`src/design/mps_pkg.sv`:
```
// constants, state enum and code-table decode for the multiphase pwm sequencer
// assumes one mclk domain; pins are synchronised inside the top module
// Function
// - four phases by default; three if d grounded; two if c and d grounded.
// - on enable weakly drive c and d, compare each; low reading disables phase.
// - detection lasts two oscillator cycles; a and b held inactive meanwhile.
// - after detection active phases switch full swing; grounded ones stay off.
// - each phase output runs independently; near full duty and overlap allowed.
// - per-phase frequency is oscillator divided by active phase count.
// - code select high decodes five code bits with the 5-bit table.
// - code select low becomes the sixth, least significant code bit.
// - 5-bit all-ones is no processor; others 1.100 V to 1.850 V, 25 mV steps.
// - no-processor code enters no-processor state with all phase outputs off.
// - 6-bit 11111x is no processor; others 0.8375 V to 1.6000 V, 12.5 mV.
// - while enable is low all phase outputs stay disabled.
package mps_pkg;
   localparam int MPS_OSC_DIV_DEF = 40;
   localparam int MPS_ON_W_DEF = 8;
   localparam int MPS_NUM_PH = 4;
   localparam logic [1:0] MPS_DET_TICKS = 2'h2;
   localparam logic [2:0] MPS_NPH_MIN = 3'h2;
   localparam int MPS_VREF_W = 15;
   // voltages in units of 0.1 mV
   localparam int MPS_VREF5_TOP = 18500;
   localparam int MPS_STEP5 = 250;
   localparam int MPS_VREF6_BASE = 8375;
   localparam int MPS_STEP6 = 125;
   localparam int MPS_V6_PIVOT = 20;
   localparam int MPS_V6_WRAP = 82;
   localparam logic [MPS_VREF_W-1:0] MPS_VREF_RST = 15'h0000;

   typedef enum logic [1:0] {MPS_IDLE, MPS_DETECT, MPS_RUN} mps_state_e;

   function automatic logic [MPS_VREF_W-1:0] mps_vid_decode(input logic mode6, input logic [4:0] vid,
                                                           input logic sel);
      int v;
      int r;
      v = int'({vid, sel});
      if (&vid) begin
         r = 0;
      end else if (!mode6) begin
         r = MPS_VREF5_TOP - MPS_STEP5 * int'(vid);
      end else if (v <= MPS_V6_PIVOT) begin
         r = MPS_VREF6_BASE + MPS_STEP6 * (MPS_V6_PIVOT - v);
      end else begin
         r = MPS_VREF6_BASE + MPS_STEP6 * (MPS_V6_WRAP - v);
      end
      return MPS_VREF_W'(r);
   endfunction
endpackage

```
`src/design/mps_chan_if.sv`:
```
// carrier between the sequencer and one phase channel
// assumes both ends on mclk
interface mps_chan_if #(parameter int ON_W = 8) ();
   logic start;
   logic allow;
   logic [ON_W-1:0] on_time;
   logic out;
   modport ctrl (output start, output allow, output on_time, input out);
   modport chan (input start, input allow, input on_time, output out);
endinterface

```
`src/design/mps_phase_chan.sv`:
```
// one phase output: on-time counter started by the sequencer
// assumes start and on_time come from logic on mclk
module mps_phase_chan #(
   parameter int ON_W = 8
) (
   input wire logic mclk,
   input wire logic rst,
   input wire logic clk_en,
   mps_chan_if.chan ch
);
   import mps_pkg::*;

   typedef struct packed {
      logic [ON_W-1:0] cnt;
      logic out;
   } mps_chan_s;

   mps_chan_s s_ff;
   mps_chan_s nxt_s;

   always_comb begin
      nxt_s = s_ff;
      if (!ch.allow) begin
         nxt_s = '0;
      end else if (ch.start) begin
         // reload even while on: lets duty approach full on
         nxt_s.cnt = ch.on_time;
         nxt_s.out = (ch.on_time != '0);
      end else if (s_ff.cnt != '0) begin
         nxt_s.cnt = s_ff.cnt - 1'b1;
         nxt_s.out = (s_ff.cnt > ON_W'(1));
      end
   end

   always_ff @(posedge mclk or posedge rst) begin
      if (rst) begin
         s_ff <= '0;
      end else if (clk_en) begin
         s_ff <= nxt_s;
      end
   end

   assign ch.out = s_ff.out;
endmodule

```
`src/design/mps_seq.sv`:
```
// multiphase pwm sequencer top: phase detection, code decode, round-robin phase starts
// assumes pins (enable, code bits, detect comparators) are asynchronous; on_time is on mclk
module mps_seq #(
   parameter int OSC_DIV = mps_pkg::MPS_OSC_DIV_DEF,
   parameter int ON_W = mps_pkg::MPS_ON_W_DEF
) (
   input wire logic mclk,
   input wire logic rst,
   input wire logic clk_en,
   input wire logic en_pin,
   input wire logic code_table_select,
   input wire logic volt_code_bit0,
   input wire logic volt_code_bit1,
   input wire logic volt_code_bit2,
   input wire logic volt_code_bit3,
   input wire logic volt_code_bit4,
   input wire logic phase_c_sense,
   input wire logic phase_d_sense,
   input wire logic [mps_pkg::MPS_NUM_PH-1:0][ON_W-1:0] on_time,
   output logic phase_out_a,
   output logic phase_out_b,
   output logic phase_out_c,
   output logic phase_out_d,
   output logic phase_det_drive,
   output logic [2:0] active_phases,
   output logic code_mode_6bit,
   output logic no_cpu,
   output logic running,
   output logic [mps_pkg::MPS_VREF_W-1:0] vref_code
);
   import mps_pkg::*;

   localparam int OSC_W = (OSC_DIV > 1) ? $clog2(OSC_DIV) : 1;
   localparam logic [OSC_W-1:0] OSC_LAST = OSC_W'(OSC_DIV - 1);

   typedef struct packed {
      mps_state_e st;
      logic [1:0] en_s;
      logic [1:0] sel_s;
      logic [1:0] c_s;
      logic [1:0] d_s;
      logic [4:0] vid_s0;
      logic [4:0] vid_s1;
      logic [OSC_W-1:0] osc;
      logic [1:0] det_cnt;
      logic [1:0] rr;
      logic [2:0] nph;
      logic c_en;
      logic d_en;
      logic mode6;
      logic det_drive;
      logic nocpu;
      logic [MPS_VREF_W-1:0] vref;
      logic run;
   } mps_seq_s;

   mps_seq_s s_ff;
   mps_seq_s nxt_s;
   logic tick;
   logic [MPS_NUM_PH-1:0] ph_en;
   logic [MPS_NUM_PH-1:0] ph_out;

   assign tick = (s_ff.osc == OSC_LAST);

   always_comb begin
      nxt_s = s_ff;
      nxt_s.en_s = {s_ff.en_s[0], en_pin};
      nxt_s.sel_s = {s_ff.sel_s[0], code_table_select};
      nxt_s.c_s = {s_ff.c_s[0], phase_c_sense};
      nxt_s.d_s = {s_ff.d_s[0], phase_d_sense};
      nxt_s.vid_s0 = {volt_code_bit4, volt_code_bit3, volt_code_bit2, volt_code_bit1, volt_code_bit0};
      nxt_s.vid_s1 = s_ff.vid_s0;
      nxt_s.osc = tick ? '0 : s_ff.osc + 1'b1;
      unique case (s_ff.st)
         MPS_IDLE: begin
            // osc parked at zero: first tick comes OSC_DIV cycles after entry
            nxt_s.osc = '0;
            nxt_s.det_cnt = '0;
            nxt_s.rr = '0;
            if (s_ff.en_s[1]) begin
               nxt_s.st = MPS_DETECT;
               nxt_s.det_drive = 1'b1;
            end
         end
         MPS_DETECT: begin
            // a and b stay blocked here
            if (tick) begin
               nxt_s.det_cnt = s_ff.det_cnt + 1'b1;
               if (s_ff.det_cnt == MPS_DET_TICKS - 2'h1) begin
                  nxt_s.st = MPS_RUN;
                  nxt_s.det_drive = 1'b0;
                  // latch detection and mode until disable
                  nxt_s.c_en = s_ff.c_s[1];
                  nxt_s.d_en = s_ff.c_s[1] & s_ff.d_s[1];
                  nxt_s.nph = MPS_NPH_MIN + 3'(s_ff.c_s[1]) + 3'(s_ff.c_s[1] & s_ff.d_s[1]);
                  nxt_s.mode6 = ~s_ff.sel_s[1];
               end
            end
         end
         MPS_RUN: begin
            if (tick) begin
               // one phase start per oscillator period
               nxt_s.rr = (s_ff.rr == 2'(s_ff.nph - 3'h1)) ? 2'h0 : s_ff.rr + 2'h1;
            end
         end
      endcase
      if (s_ff.st == MPS_RUN) begin
         nxt_s.nocpu = &s_ff.vid_s1;
         nxt_s.vref = mps_vid_decode(s_ff.mode6, s_ff.vid_s1, s_ff.sel_s[1]);
      end
      if (!s_ff.en_s[1]) begin
         // disable drops state, drive and latched results back to reset values
         nxt_s.st = MPS_IDLE;
         nxt_s.det_drive = 1'b0;
         nxt_s.c_en = 1'b0;
         nxt_s.d_en = 1'b0;
         nxt_s.nph = '0;
         nxt_s.mode6 = 1'b0;
         nxt_s.nocpu = 1'b0;
         nxt_s.vref = MPS_VREF_RST;
      end
      // running leaves from its own flop, in step with the state
      nxt_s.run = (nxt_s.st == MPS_RUN);
   end

   always_ff @(posedge mclk or posedge rst) begin
      if (rst) begin
         s_ff <= '0;
      end else if (clk_en) begin
         s_ff <= nxt_s;
      end
   end

   assign ph_en = {s_ff.d_en, s_ff.c_en, 2'h3};

   for (genvar i = 0; i < MPS_NUM_PH; i++) begin : g_ch
      mps_chan_if #(.ON_W(ON_W)) chif ();
      // grounded, disabled or no-processor phases kept off
      // synced enable cuts allow one edge before the state leaves run
      assign chif.allow = (s_ff.st == MPS_RUN) && ph_en[i] && !s_ff.nocpu && s_ff.en_s[1];
      assign chif.start = tick && (s_ff.rr == 2'(i));
      assign chif.on_time = on_time[i];
      assign ph_out[i] = chif.out;
      mps_phase_chan #(.ON_W(ON_W)) u_ch (
         .mclk(mclk),
         .rst(rst),
         .clk_en(clk_en),
         .ch(chif.chan)
      );
   end

   assign phase_out_a = ph_out[0];
   assign phase_out_b = ph_out[1];
   assign phase_out_c = ph_out[2];
   assign phase_out_d = ph_out[3];
   assign phase_det_drive = s_ff.det_drive;
   assign active_phases = s_ff.nph;
   assign code_mode_6bit = s_ff.mode6;
   assign no_cpu = s_ff.nocpu;
   assign running = s_ff.run;
   assign vref_code = s_ff.vref;
endmodule

```
`config.mk`:
```
export PLATFORM = sky130hd
export DESIGN_NAME = mps_seq
export DESIGN_NICKNAME = d
export VERILOG_FILES = /design/src/design/mps_pkg.sv /design/src/design/mps_chan_if.sv /design/src/design/mps_phase_chan.sv /design/src/design/mps_seq.sv
export SDC_FILE = /design/constraint.sdc
export NUM_CORES = 1
export LEC_CHECK = 0
export ABC_AREA = 1
export BUFFER_PORTS_ARGS = -buffer_cell sky130_fd_sc_hd__clkbuf_2
export CAP_MARGIN = 25
export CELL_PAD_IN_SITES_DETAIL_PLACEMENT = 1
export CELL_PAD_IN_SITES_GLOBAL_PLACEMENT = 1
export CORE_ASPECT_RATIO = 1.4
export CORE_MARGIN = 2
export CORE_UTILIZATION = 40
export DETAILED_ROUTE_END_ITERATION = 16
export GPL_TIMING_DRIVEN = 0
export PLACE_DENSITY_LB_ADDON = 0.25
export REMOVE_ABC_BUFFERS = 1
export SYNTH_ARGS = -nofsm -noshare
export SYNTH_HDL_FRONTEND = slang
export SYNTH_SLANG_ARGS = --single-unit
export TNS_END_PERCENT = 1
```
`constraint.sdc`:
```
create_clock -name mclk -period 4.89 [get_ports mclk]
set_clock_uncertainty 0.1 [all_clocks]
set_input_delay 0.2445 -clock mclk [delete_from_list [all_inputs] [get_ports mclk]]
set_output_delay 0.2445 -clock mclk [all_outputs]
set_load 0.05 [all_outputs]
```
# --- Yosys cells after proc, flatten, opt, wreduce, memory -nomap -nowiden ---
# Cells that the tools add are included.
totals:
  ff_bits: 90
  out_inout_bits: 26
  in_bits: 44
op_classes:
  n_addsub: 15
  n_mul: 3
  bitwise_logic: 3
  mux: 32
  eq_ne: 22
  reduce_logical: 35
  n_lt_le_gt_ge: 5
op_table:
  columns: ["cell", "n"]
  rows:
  - ["9-bit 2-to-1 mux", 12]
  - ["8-bit nonzero test", 8]
  - ["15-bit 2-to-1 mux", 3]
  - ["8-bit by 1-bit greater-than comparator with 1-bit output, second input constant", 4]
  - ["8-bit by 1-bit subtractor with 8-bit output, second input constant", 4]
  - ["15-bit adder, first input constant", 2]
  - ["23-bit 2-to-1 mux", 1]
  - ["6-bit 2-to-1 mux", 3]
  - ["16-bit 2-to-1 mux", 1]
  - ["8-bit by 7-bit multiplier with 15-bit output, first input constant", 1]
  - ["8-bit by 8-bit multiplier with 15-bit output, first input constant", 1]
  - ["3-bit inequality test, second input constant", 5]
  - ["15-bit by 13-bit subtractor with 15-bit output, first input constant", 1]
  - ["7-bit 2-to-1 mux", 2]
  - ["1-bit logical AND", 12]
  - ["7-bit by 5-bit multiplier with 12-bit output, first input constant", 1]
  - ["2-bit 2-to-1 mux", 6]
  - ["2-bit one-hot mux with 2 select lines", 3]
  - ["2-bit AND reduction", 5]
  - ["2-bit == test, second input constant", 4]
  - ["2-bit by 1-bit inequality test with 1-bit output, second input constant", 4]
  - ["4-bit AND reduction", 2]
  - ["7-bit by 6-bit subtractor with 8-bit output, first input constant", 1]
  - ["5-bit by 6-bit subtractor with 7-bit output, first input constant", 1]
  - ["other kinds (20)", 28]

# --- Longest topological paths before layout ---
# Gate-level depths: netlist of the first run.
logic_depth:
  ltp_word: 8
  ltp_mapped: 32

# --- Cells and area by module ---
# Synthesis of the first run repeated with hierarchy kept, for this count alone.
unflattened:
  cells_unflattened: 1371
  hier_area_um2: 9804.4
modules_own_cells:
  columns: ["module", "cells_each", "seq_area_each_um2", "area_each_um2", "instances"]
  rows:
  - ["mps_seq", 959, 1351.3, 6956.7, 1]
  - ["mps_phase_chan", 103, 225.2, 711.9, 4]

# --- Least setup slack after synthesis of the first run ---
# No wires, ideal clock.
synth_path:
  path_type: "flip-flop to flip-flop"
  start: "register s_ff[34] (netlist bit)"
  end: "register s_ff, in the netlist vref_code[9]"
  synth_period_minus_slack_ns: 5.223
  arrival_ns: 5.006
  stages_incl_launch_ff: 26
  slack_ns: -0.333
  cell_sequence: "dfrtp_1 > buf_2 > inv_1 > ha_1 > inv_1 > a21oi_1 > xor2_1 > inv_1 > ha_1 > inv_1 > fa_1 > inv_1 > fa_1 > inv_1 > fa_1 > inv_1 > ha_1 > a21oi_1 > nand2_1 > a21oi_1 > xor2_1 > nand2_1 > nand2_1 > nand2_1 > nand2_1 > nand2_1"
synth_via:
  elab_chain_cells: 8
synth_rtl:
  columns: ["item", "line_no", "source"]
  rows:
  - ["start: declaration", "mps_seq.sv:57", "mps_seq_s s_ff;"]
  - ["start signal: assignment", "mps_seq.sv:130", "s_ff <= nxt_s;"]
  - ["7-bit by 6-bit subtractor with 8-bit output / 5-bit by 6-bit subtractor with 7-bit output (equally long branches)", "mps_pkg.sv:46, mps_pkg.sv:44", null]
  - ["8-bit by 8-bit multiplier with 15-bit output / 8-bit by 7-bit multiplier with 15-bit output (equally long branches)", "mps_pkg.sv:46, mps_pkg.sv:44", null]
  - ["15-bit adder (on tied branches)", "mps_pkg.sv:46, mps_pkg.sv:44", null]
  - ["15-bit 2-to-1 mux", "mps_pkg.sv:43", "end else if (v <= MPS_V6_PIVOT) begin"]
  - ["15-bit 2-to-1 mux", "mps_pkg.sv:41", "end else if (!mode6) begin"]
  - ["15-bit 2-to-1 mux (*)", "mps_pkg.sv:39", "if (&vid) begin"]
  - ["16-bit 2-to-1 mux (*)", "mps_seq.sv:107", "if (s_ff.st == MPS_RUN) begin"]
  - ["23-bit 2-to-1 mux (*)", "mps_seq.sv:111", "if (!s_ff.en_s[1]) begin"]
# Mark *: on every way between the ends. The rest lies on a longest branch, timed or not. The select of a mux whose other input is x is not followed.
# A chain may end at the register's enable or synchronous reset.

# --- Worst setup path after layout of the first run ---
layout_path:
  start: "register s_ff[34] (netlist bit)"
  end: "register s_ff, in the netlist vref_code[14]"
# The elaborated chain is that of the path after synthesis.

==> impl_results.md, run 1 <==
- DR vias: 8711
- R2R Path End: vref_code[14]
- WL/cell: 17.3 µm
- Inserted Clock Buffers: 9
- R2R cell count: 25
- Failing checks: negative setup slack
- Avg Cell Area, Syn: 7.35 µm²
- Area growth from synthesis to layout: 18.0%
- Hold Slack: 0.0138 ns
- Crit path from: s_ff[34]
- I/O pin total: 70
- Worst R2R Setup Slack: -0.26 ns
- All-Layer GR Usage: 24.2%
- Setup CP Type: register to register
- Core area: 23100 µm²
- Synth top area cells: dfrtp_1 24%, ha_1 15%, nand2_1 12%, inv_1 9.1%, fa_1 9.0%
- Fraction of the yosys area taken by sequential cells: 24.0%
- Via count of the first global-routing pass: 9586
- Final Hold Viols: 0
- Die Area: 24700 µm²
- # diodes: 0
- PortBufs: 69
- Status: finished with violations
- DRC Markers: 0
- Setup crit end kind: register
- Max clock buf depth: 2
- Yosys reg bits: 90
- Post-route worst setup slack: -0.255 ns
- Worst-path fanout max: 5
- Syn. warnings: 0
- Synth Flop Type: dfrtp_1
- Grt ovf: 0
- Post-synth top cells: 306 x nand2_1, 227 x inv_1, 110 x ha_1
- Worst skew pair latency: 0.36 ns
- Final WL: 28900 µm
- Fmax: 194 MHz
- WP data required: 5.03 ns
- # rows: 66
- Post-synthesis async set-or-reset flop share: 100%
- Slew @ Worst Pin: 0.983 ns
- Most area-hungry cell type in the Yosys netlist: dfrtp_1
- DR iter-0 viols: 300
- Maxcap violations: 0
- Max-slew headroom: 34.5%
- Critical Path End: vref_code[14]
- Most common cell in the netlist: nand2_1
- Gpl congestion: 0.833
- Period utilization: 105%
- Synth Instances: 1277
- Critical path startpoint category: register
- Worst R2R Start: s_ff[34]
- Root Driver: clkbuf_16
- DIE WIDTH: 133 µm
- Layout cells sized above 1: 19.4%
- Max-slew violations: 0
- Count of cell types in the netlist: 54
- Vias per cell: 5.22
- Post-synth EDFFs: 0
- Worst min-delay path class: input pin to register
- Final Setup Violations: 8
- TritonRoute pass-1 iters: 4
- Top cell type's share of synthesized area: 24.0%
- CTS H-tree lvls: 3
- Clock tree sinks: 90
- Crit path time final: 5.15 ns
- Chip Height: 185 µm
- Global-route wire length before repair: 47500 µm
- Layout Nets: 1556
- TritonCTS clock tree: done
- Final antenna-violating net count: 0
- Initial core utilization: 40.6%
- Critical path arrival: 5.29 ns
- RSZ-0062 raised after global routing: true
- Detailed Place HPWL: 21400 µm
- Largest net degree at the start of global routing: 55
- Initial antenna violation count: 0
- Synth Cell Area: 9390 µm²
- Worst-path clk slew: 0.08 ns
==> cell usage in the layout (no fill, tap or decap), types with 4 or more instances in the layout <==
master	count
nor2_2	8
clkbuf_2	69
o211ai_1	10
ha_4	13
nor2_4	6
inv_4	5
nand4_1	19
o21ai_1	9
ha_1	93
nand2_4	11
fa_1	41
o22ai_2	4
a21oi_1	26
buf_4	35
mux2i_1	4
dfrtp_1	84
nor3_1	6
xor2_1	13
clkbuf_16	9
xor2_2	4
dfrtp_2	4
nor4_1	8
inv_2	14
nand2_1	286
o22ai_1	22
o21bai_1	5
o21ai_0	82
a21oi_2	7
clkinvlp_4	4
nand3_2	12
ha_2	4
nand2_2	18
nand3_1	77
xnor2_1	11
inv_1	213
nor2_1	70
o21ai_2	6
==> worst max-delay path, stage by stage (launching register included) <==
cell and delay, ns:
dfrtp_4 0.44, clkinvlp_4 0.21, ha_4 0.24, o21ai_4 0.19, buf_12 0.14, xor2_4 0.19
inv_2 0.07, buf_4 0.14, fa_1 0.49, inv_1 0.06, ha_4 0.24, fa_1 0.53
inv_1 0.06, fa_1 0.51, inv_2 0.06, ha_4 0.25, a21oi_4 0.19, nor2_2 0.05
nor2_2 0.16, nor2_1 0.07, nor2_1 0.08, nand3_1 0.11, nand2_4 0.16, nand2_1 0.07
nand3_1 0.12, nand2_1 0.06
==> area by class of cell <==
cell class	count	area, µm²
clock buffers	9	225
fillers	2935	12000
multi-input cells	913	6550
inverters	237	916
flip-flops and latches	90	2260
well taps	306	383
clock inverters	6	53.8
repair buffers	109	687
==> metrics by stage <==
step / instances / setup WS [ns] / instance area, µm² / setup TNS, ns / utilization, %
global route: 1670 / -0.464 / 11100 / -3.52 / 47.9
finish: 1670 / -0.255 / 11100 / -1.61 / 47.9
floorplan: 1240 / -0.364 / 9150 / -2.10 / -
CTS: 1669 / -0.110 / 11000 / -0.652 / 47.8
global placement: 1615 / -1.61 / 9880 / -13.51 / 42.7
detailed placement: 1616 / -1.69 / 9910 / -14.41 / 42.9
==> layer usage <==
| layer | global-route usage (%) | routed length [µm] | vias up |
|---|---|---|---|
| met5 | 0 | 0 | - |
| met3 | 2.49 | 657 | 51 |
| li1 | - | - | 4247 |
| met1 | 26.6 | 11400 | 4278 |
| met4 | 10.6 | 1290 | 0 |
| met2 | 46.7 | 15600 | 135 |
==> worst min-delay path by stage <==
stage                           endpoint           start  depth (start not counted)  slack, ns
floorplan                       s_ff[28]          clk_en                          1       0.23
global placement               nxt_s[51]       nxt_s[51]                          2       0.36
detailed placement  g_ch[3].u_ch.s_ff[4]             rst                          2       0.22
CTS                            nxt_s[38]  volt_code_bit4                          3      0.005
global route                   nxt_s[36]  volt_code_bit2                          3      0.008
finish                         nxt_s[36]  volt_code_bit2                          3       0.01
==> sequential cells by signal (all words and copies together) (netlist names) <==
signal            flops
g_ch.u_ch.ch.out      4
running               1
active_phases         3
vref_code            15
nxt_s                 9
code_mode_6bit        1
no_cpu                1
s_ff                 21
ph_en                 2
g_ch.u_ch.s_ff       32
phase_det_drive       1
==> repair_timing <==
| item | CTS | global route |
|---|---|---|
| buffers inserted | 38 | 1 |
| endpoints found under the hold margin | 37 | 0 |
| resized for setup | 127 | 7 |
| endpoints found under the setup margin | 11 | 9 |
| hold buffers | 2 | 0 |
| pin swaps | 52 | 5 |
==> kinds of logic (layout without fill, tap and decap cells) <==
group,after synthesis,after routing,synth area share (%)
AOI/OAI and AO/OA,193,193,12.1
adders and majority gates,152,152,23.6
DFF,90,90,24.0
buffers and inverters,274,361,12.1
and+or+nand+nor,532,532,24.7
xor gates and xnor gates,32,32,2.99
muxes,4,4,0.427
Power of run 1 is left out: the tool's default activity adds up to more than one toggle a clock period on the data nets, which glitch-free logic cannot reach.
==> inputs of run 2 (changes only) <==
--- a/config.mk
+++ b/config.mk
@@ -7,11 +7,8 @@
 export LEC_CHECK = 0
 export ABC_AREA = 1
 export BUFFER_PORTS_ARGS = -buffer_cell sky130_fd_sc_hd__clkbuf_2
-export CAP_MARGIN = 25
-export CELL_PAD_IN_SITES_DETAIL_PLACEMENT = 1
-export CELL_PAD_IN_SITES_GLOBAL_PLACEMENT = 1
 export CORE_ASPECT_RATIO = 1.4
-export CORE_MARGIN = 2
+export CORE_MARGIN = 4
 export CORE_UTILIZATION = 40
 export DETAILED_ROUTE_END_ITERATION = 16
 export GPL_TIMING_DRIVEN = 0
==> run 2 against run 1 <==
The run still ends with negative setup slack left. Global-route usage decreased by 4.7 points. Non-clock buffer count is 5 higher. Wire length decreased by 15%. Hold slack improved by 0.0060 ns. Final cell count grew 0.36%. Final area up 1.4%. Fmax grew 4.4%. Die area grew 5.2%. Critical endpoint is now vref_code[12]. Largest cell class unchanged.
==> impl_results.md, run 2 (same netlist as run 1, synthesis figures left out) <==
- CP max stage cell: fa_1
- Final Setup Violations: 4
- DRC Markers: 0
- CP max stage delay: 0.52 ns
- CTS H-tree lvls: 3
- Critical path startpoint category: register
- Most common cell after layout, fill and taps aside: nand2_1
- Placed inst area: 9910 µm²
- Final antenna-violating net count: 0
- Maxcap violations: 0
- Top reg by flops: g_ch.u_ch.s_ff
- Chip Height: 189 µm
- DR vias: 8467
- PortBufs: 69
- Footprint of the multi-input gates: 6630 µm²
- Pre-CTS WS: -1.56 ns
- Gpl congestion: 0.875
- I/O pin total: 70
- Worst min-delay path class: input pin to register
- Layout cells sized above 1: 20.9%
- # diodes: 0
- Hold Crit Endpoint: nxt_s[49]
- CP top delay family: adder cells
- Worst-path fanout max: 4
- Worst R2R Setup Slack: -0.04 ns
- Clock tree sinks: 90
- Die Area: 26000 µm²
- WP data required: 5.04 ns
- Status: finished with violations
- Worst skew pair latency: 0.35 ns
- Hold Path Cell Cnt: 3
- RSZ-0062 raised after global routing: true
- Max-slew violations: 0
- Layout Nets: 1561
- Crit path from: s_ff[34]
- Worst R2R Start: s_ff[34]
- Worst-path clk slew: 0.07 ns
- Critical path arrival: 5.08 ns
- DR iter-0 viols: 406
- DIE WIDTH: 137 µm
- Max clock buf depth: 2
- WL/cell: 14.6 µm
- TritonRoute pass-1 iters: 5
- Worst path buffer plus inverter count: 6
- R2R cell count: 26
- # rows: 66
- Largest net degree at the start of global routing: 48
- All-Layer GR Usage: 19.5%
- R2R Path End: vref_code[12]
- Inserted Clock Buffers: 9
- Initial antenna violation count: 0
- Via count of the first global-routing pass: 8683
- Period utilization: 101%
- Global-route wire length before repair: 40900 µm
- Most frequent cells in the layout: 277 x nand2_1, 206 x inv_1, 94 x ha_1
- Final WL: 24500 µm
- Register area: 2260 µm²
- TritonCTS clock tree: done
- Detailed Place HPWL: 18500 µm
- Vias per cell: 5.05
- Hold Startpoint: code_table_select
- Crit path time final: 4.93 ns
- Initial core utilization: 40.4%
- Root Driver: clkbuf_16
- CP dominant cell by count: nand2_1
- Largest register FFs: 32
- Layout Cell Area excl Fill: 11200 µm²
- Failing checks: negative setup slack
- Slew @ Worst Pin: 0.948 ns
- Core area: 23200 µm²
- Setup crit end kind: register
- Fmax: 203 MHz
- Grt ovf: 0
- Final Hold Viols: 0
- Fillers: 2306
- Post-route worst setup slack: -0.0406 ns
- Setup CP Type: register to register
- Area growth from synthesis to layout: 19.7%
- Max-slew headroom: 36.8%
==> run 2: routing by layer <==
metal	GRT usage (%)	part of all wire (%)	routed length [µm]	vias to the layer above
met5	0	0	0	-
met3	2.39	2.9	698	53
met2	36.6	53	12900	161
met1	21.9	40	9880	3981
li1	-	-	-	4272
met4	7.95	4.0	978	0
==> run 2: final cells by class <==
| class | instances | share of cell area (%) |
|---|---|---|
| clock buffers | 12 | 2.28 |
| clock inverters | 4 | 0.512 |
| inverters | 237 | 8.19 |
| multi-input cells | 913 | 59.0 |
| flip-flops and latches | 90 | 20.1 |
| well taps | 306 | 3.41 |
| repair buffers | 114 | 6.43 |
==> run 2: worst min-delay path, stage by stage <==
cell      delay [ns]
clkbuf_2        0.08
nand2_1         0.05
nand2_1         0.06
==> run 2: metrics by stage <==
| stage | TNS, ns | hold slack (ns) | util (%) | cells |
|---|---|---|---|---|
| floorplan | -2.10 | 0.231 | - | 1240 |
| global placement | -12.09 | 0.357 | 42.6 | 1615 |
| detailed placement | -12.33 | 0.275 | 42.7 | 1616 |
| CTS | -0.0118 | 0.00146 | 47.7 | 1672 |
| global route | -1.73 | 0.0250 | 48.4 | 1676 |
| finish | -0.103 | 0.0199 | 48.4 | 1676 |
==> run 2: worst max-delay path by stage <==
stage | to | cells after the start
floorplan | vref_code[9] | 24
global placement | vref_code[12] | 25
detailed placement | vref_code[12] | 25
CTS | vref_code[13] | 25
global route | vref_code[14] | 24
finish | vref_code[12] | 26
==> run 2: repair_timing <==
item | in CTS | in global routing
setup buffers | 38 | 3
pin swaps | 37 | 29
cloned | 0 | 0
gates resized for setup | 121 | 38
endpoints found under the hold margin | 47 | 1
setup endpoints to repair | 11 | 9
hold buffers | 2 | 1
Power of run 2 is left out for the same reason.
==> inputs of run 3 (changes only) <==
--- a/config.mk
+++ b/config.mk
@@ -6,7 +6,7 @@
 export NUM_CORES = 1
 export LEC_CHECK = 0
 export ABC_AREA = 1
-export BUFFER_PORTS_ARGS = -buffer_cell sky130_fd_sc_hd__clkbuf_2
+export BUFFER_PORTS_ARGS = -buffer_cell sky130_fd_sc_hd__buf_2
 export CORE_ASPECT_RATIO = 1.4
 export CORE_MARGIN = 4
 export CORE_UTILIZATION = 40
==> run 3 against run 2 <==
The run still ends with negative setup slack left. Clock-buffer cell count down 2. Fmax is 1.8% lower. Flip-flop and latch count unchanged. Non-clock buffer count rose by 12. Global-route usage decreased by 0.19 points. Critical path type unchanged. Core utilization up 0.48 points. Final cell count grew 0.66%. Register-to-register slack worse by 0.09 ns. Sequential share of layout area shrank 0.18 points.
==> impl_results.md, run 3 (same netlist as run 1, synthesis figures left out) <==
- Status: finished with violations
- Failing checks: negative setup slack
- Inserted Clock Buffers: 9
- Fmax: 199 MHz
- Top reg by flops: g_ch.u_ch.s_ff
- RSZ-0062 raised after global routing: true
- Detailed Place HPWL: 18600 µm
- All-Layer GR Usage: 19.3%
- DR vias: 8465
- Area growth from synthesis to layout: 20.9%
- CTS H-tree lvls: 3
- Hold Path Cell Cnt: 3
- Vias per cell: 5.02
- Period utilization: 103%
- TritonCTS clock tree: done
- Grt ovf: 0
- Layout cells sized above 1: 22.4%
- Final WL: 24600 µm
- Worst R2R Setup Slack: -0.13 ns
- Gpl congestion: 0.868
- Final antenna-violating net count: 0
- I/O pin total: 70
- Worst skew pair latency: 0.34 ns
- Max-slew violations: 0
- Worst min-delay path class: input pin to register
- Crit path time final: 5.02 ns
- PortBufs: 69
- Most frequent cells in the layout: 276 x nand2_1, 202 x inv_1, 92 x ha_1
- Placed inst area: 9910 µm²
- WP data required: 5.02 ns
- TritonRoute pass-1 iters: 7
- # diodes: 0
- Final Hold Viols: 0
- DR iter-0 viols: 416
- Via count of the first global-routing pass: 8757
- Critical path arrival: 5.15 ns
- R2R cell count: 25
- Maxcap violations: 0
- Die Area: 26000 µm²
- Layout Nets: 1573
- Worst R2R Start: s_ff[34]
- Critical path startpoint category: register
- Final Setup Violations: 8
- Largest register FFs: 32
- Worst-path fanout max: 4
- Core area: 23200 µm²
- Global-route wire length before repair: 40800 µm
- Most common cell after layout, fill and taps aside: nand2_1
- Largest net degree at the start of global routing: 51
- Slew @ Worst Pin: 0.872 ns
- Initial core utilization: 40.4%
- Worst-path clk slew: 0.07 ns
- Chip Height: 189 µm
- Layout Cell Area excl Fill: 11300 µm²
- Fillers: 2258
- DIE WIDTH: 137 µm
- Post-route worst setup slack: -0.131 ns
- Setup crit end kind: register
- Hold Startpoint: volt_code_bit3
- Max clock buf depth: 2
- Max-slew headroom: 41.9%
- R2R Path End: vref_code[14]
- WL/cell: 14.6 µm
- Pre-CTS WS: -1.56 ns
- Initial antenna violation count: 0
- Setup CP Type: register to register
- Clock tree sinks: 90
- # rows: 66
- Hold Crit Endpoint: nxt_s[37]
- Root Driver: clkbuf_16
- DRC Markers: 0
run 3: cell types whose count changed in the layout (fill, tap and decap cells not counted), moves of 4 or more:
cell,before,now
buf_4,38,48
inv_1,206,202
nor2_2,6,10
clkbuf_2,69,0
nand2_2,28,24
buf_2,0,69
nand2_4,10,15
run 3: final cells by class:
cell class                 instances  area, µm²  area share [%]
sequential                        90       2260            20.0
clock inverter                     5       38.8           0.342
inverter                         237        922            8.13
multi-input combinational        913       6660            58.7
timing repair buffer             126        838            7.39
clock buffer                      10        239            2.11
tap                              306        383            3.37
run 3: critical path, cell delays in order (launching register included):
cell,delay [ns]
dfrtp_2,0.43
clkinvlp_4,0.17
ha_4,0.20
o21ai_4,0.19
buf_12,0.13
xor2_4,0.17
inv_2,0.07
buf_4,0.14
fa_1,0.54
inv_2,0.05
ha_4,0.24
fa_1,0.53
inv_1,0.05
fa_1,0.50
inv_2,0.05
ha_4,0.27
a21oi_4,0.17
nor2_1,0.07
nor2_2,0.14
nor2_1,0.07
nor2_1,0.13
nand3_1,0.12
nand2_4,0.13
nand2_1,0.06
nand3_1,0.11
nand2_1,0.06
run 3: routing by layer:
| layer | up-vias | track usage [%] | wire length, µm |
|---|---|---|---|
| li1 | 4305 | - | - |
| met1 | 3996 | 21.9 | 10200 |
| met2 | 126 | 36.4 | 12900 |
| met3 | 38 | 2.31 | 601 |
| met4 | 0 | 7.14 | 898 |
| met5 | - | 0 | 0 |
run 3: metrics by stage:
stage                     cells  TNS, ns  hold slack, ns  utilization (%)
final                      1687   -0.427          0.0203             48.9
after global placement     1615   -12.07           0.356             42.6
after floorplan            1240    -2.10           0.231                -
after global routing       1687    -1.95         0.00972             48.9
after detailed placement   1616   -12.49           0.248             42.7
after CTS                  1671   -0.405         0.00475             47.6
run 3: worst max path at each step:
stage / start / to / cells after the start
6_report: s_ff[34] / vref_code[14] / 25
5_1_grt: s_ff[34] / vref_code[14] / 25
4_1_cts: s_ff[34] / vref_code[12] / 27
3_5_place_dp: s_ff[34] / vref_code[12] / 25
3_3_place_gp: s_ff[34] / vref_code[12] / 25
2_1_floorplan: s_ff[34] / vref_code[9] / 24
run 3: what timing repair did:
action | CTS | global route
resized for setup | 120 | 51
hold buffers | 2 | 0
buffers inserted | 38 | 17
cloned | 0 | 0
setup endpoints to repair | 11 | 9
pin swaps | 37 | 51
hold endpoints to repair | 41 | 0
Power of run 3 is left out for the same reason.
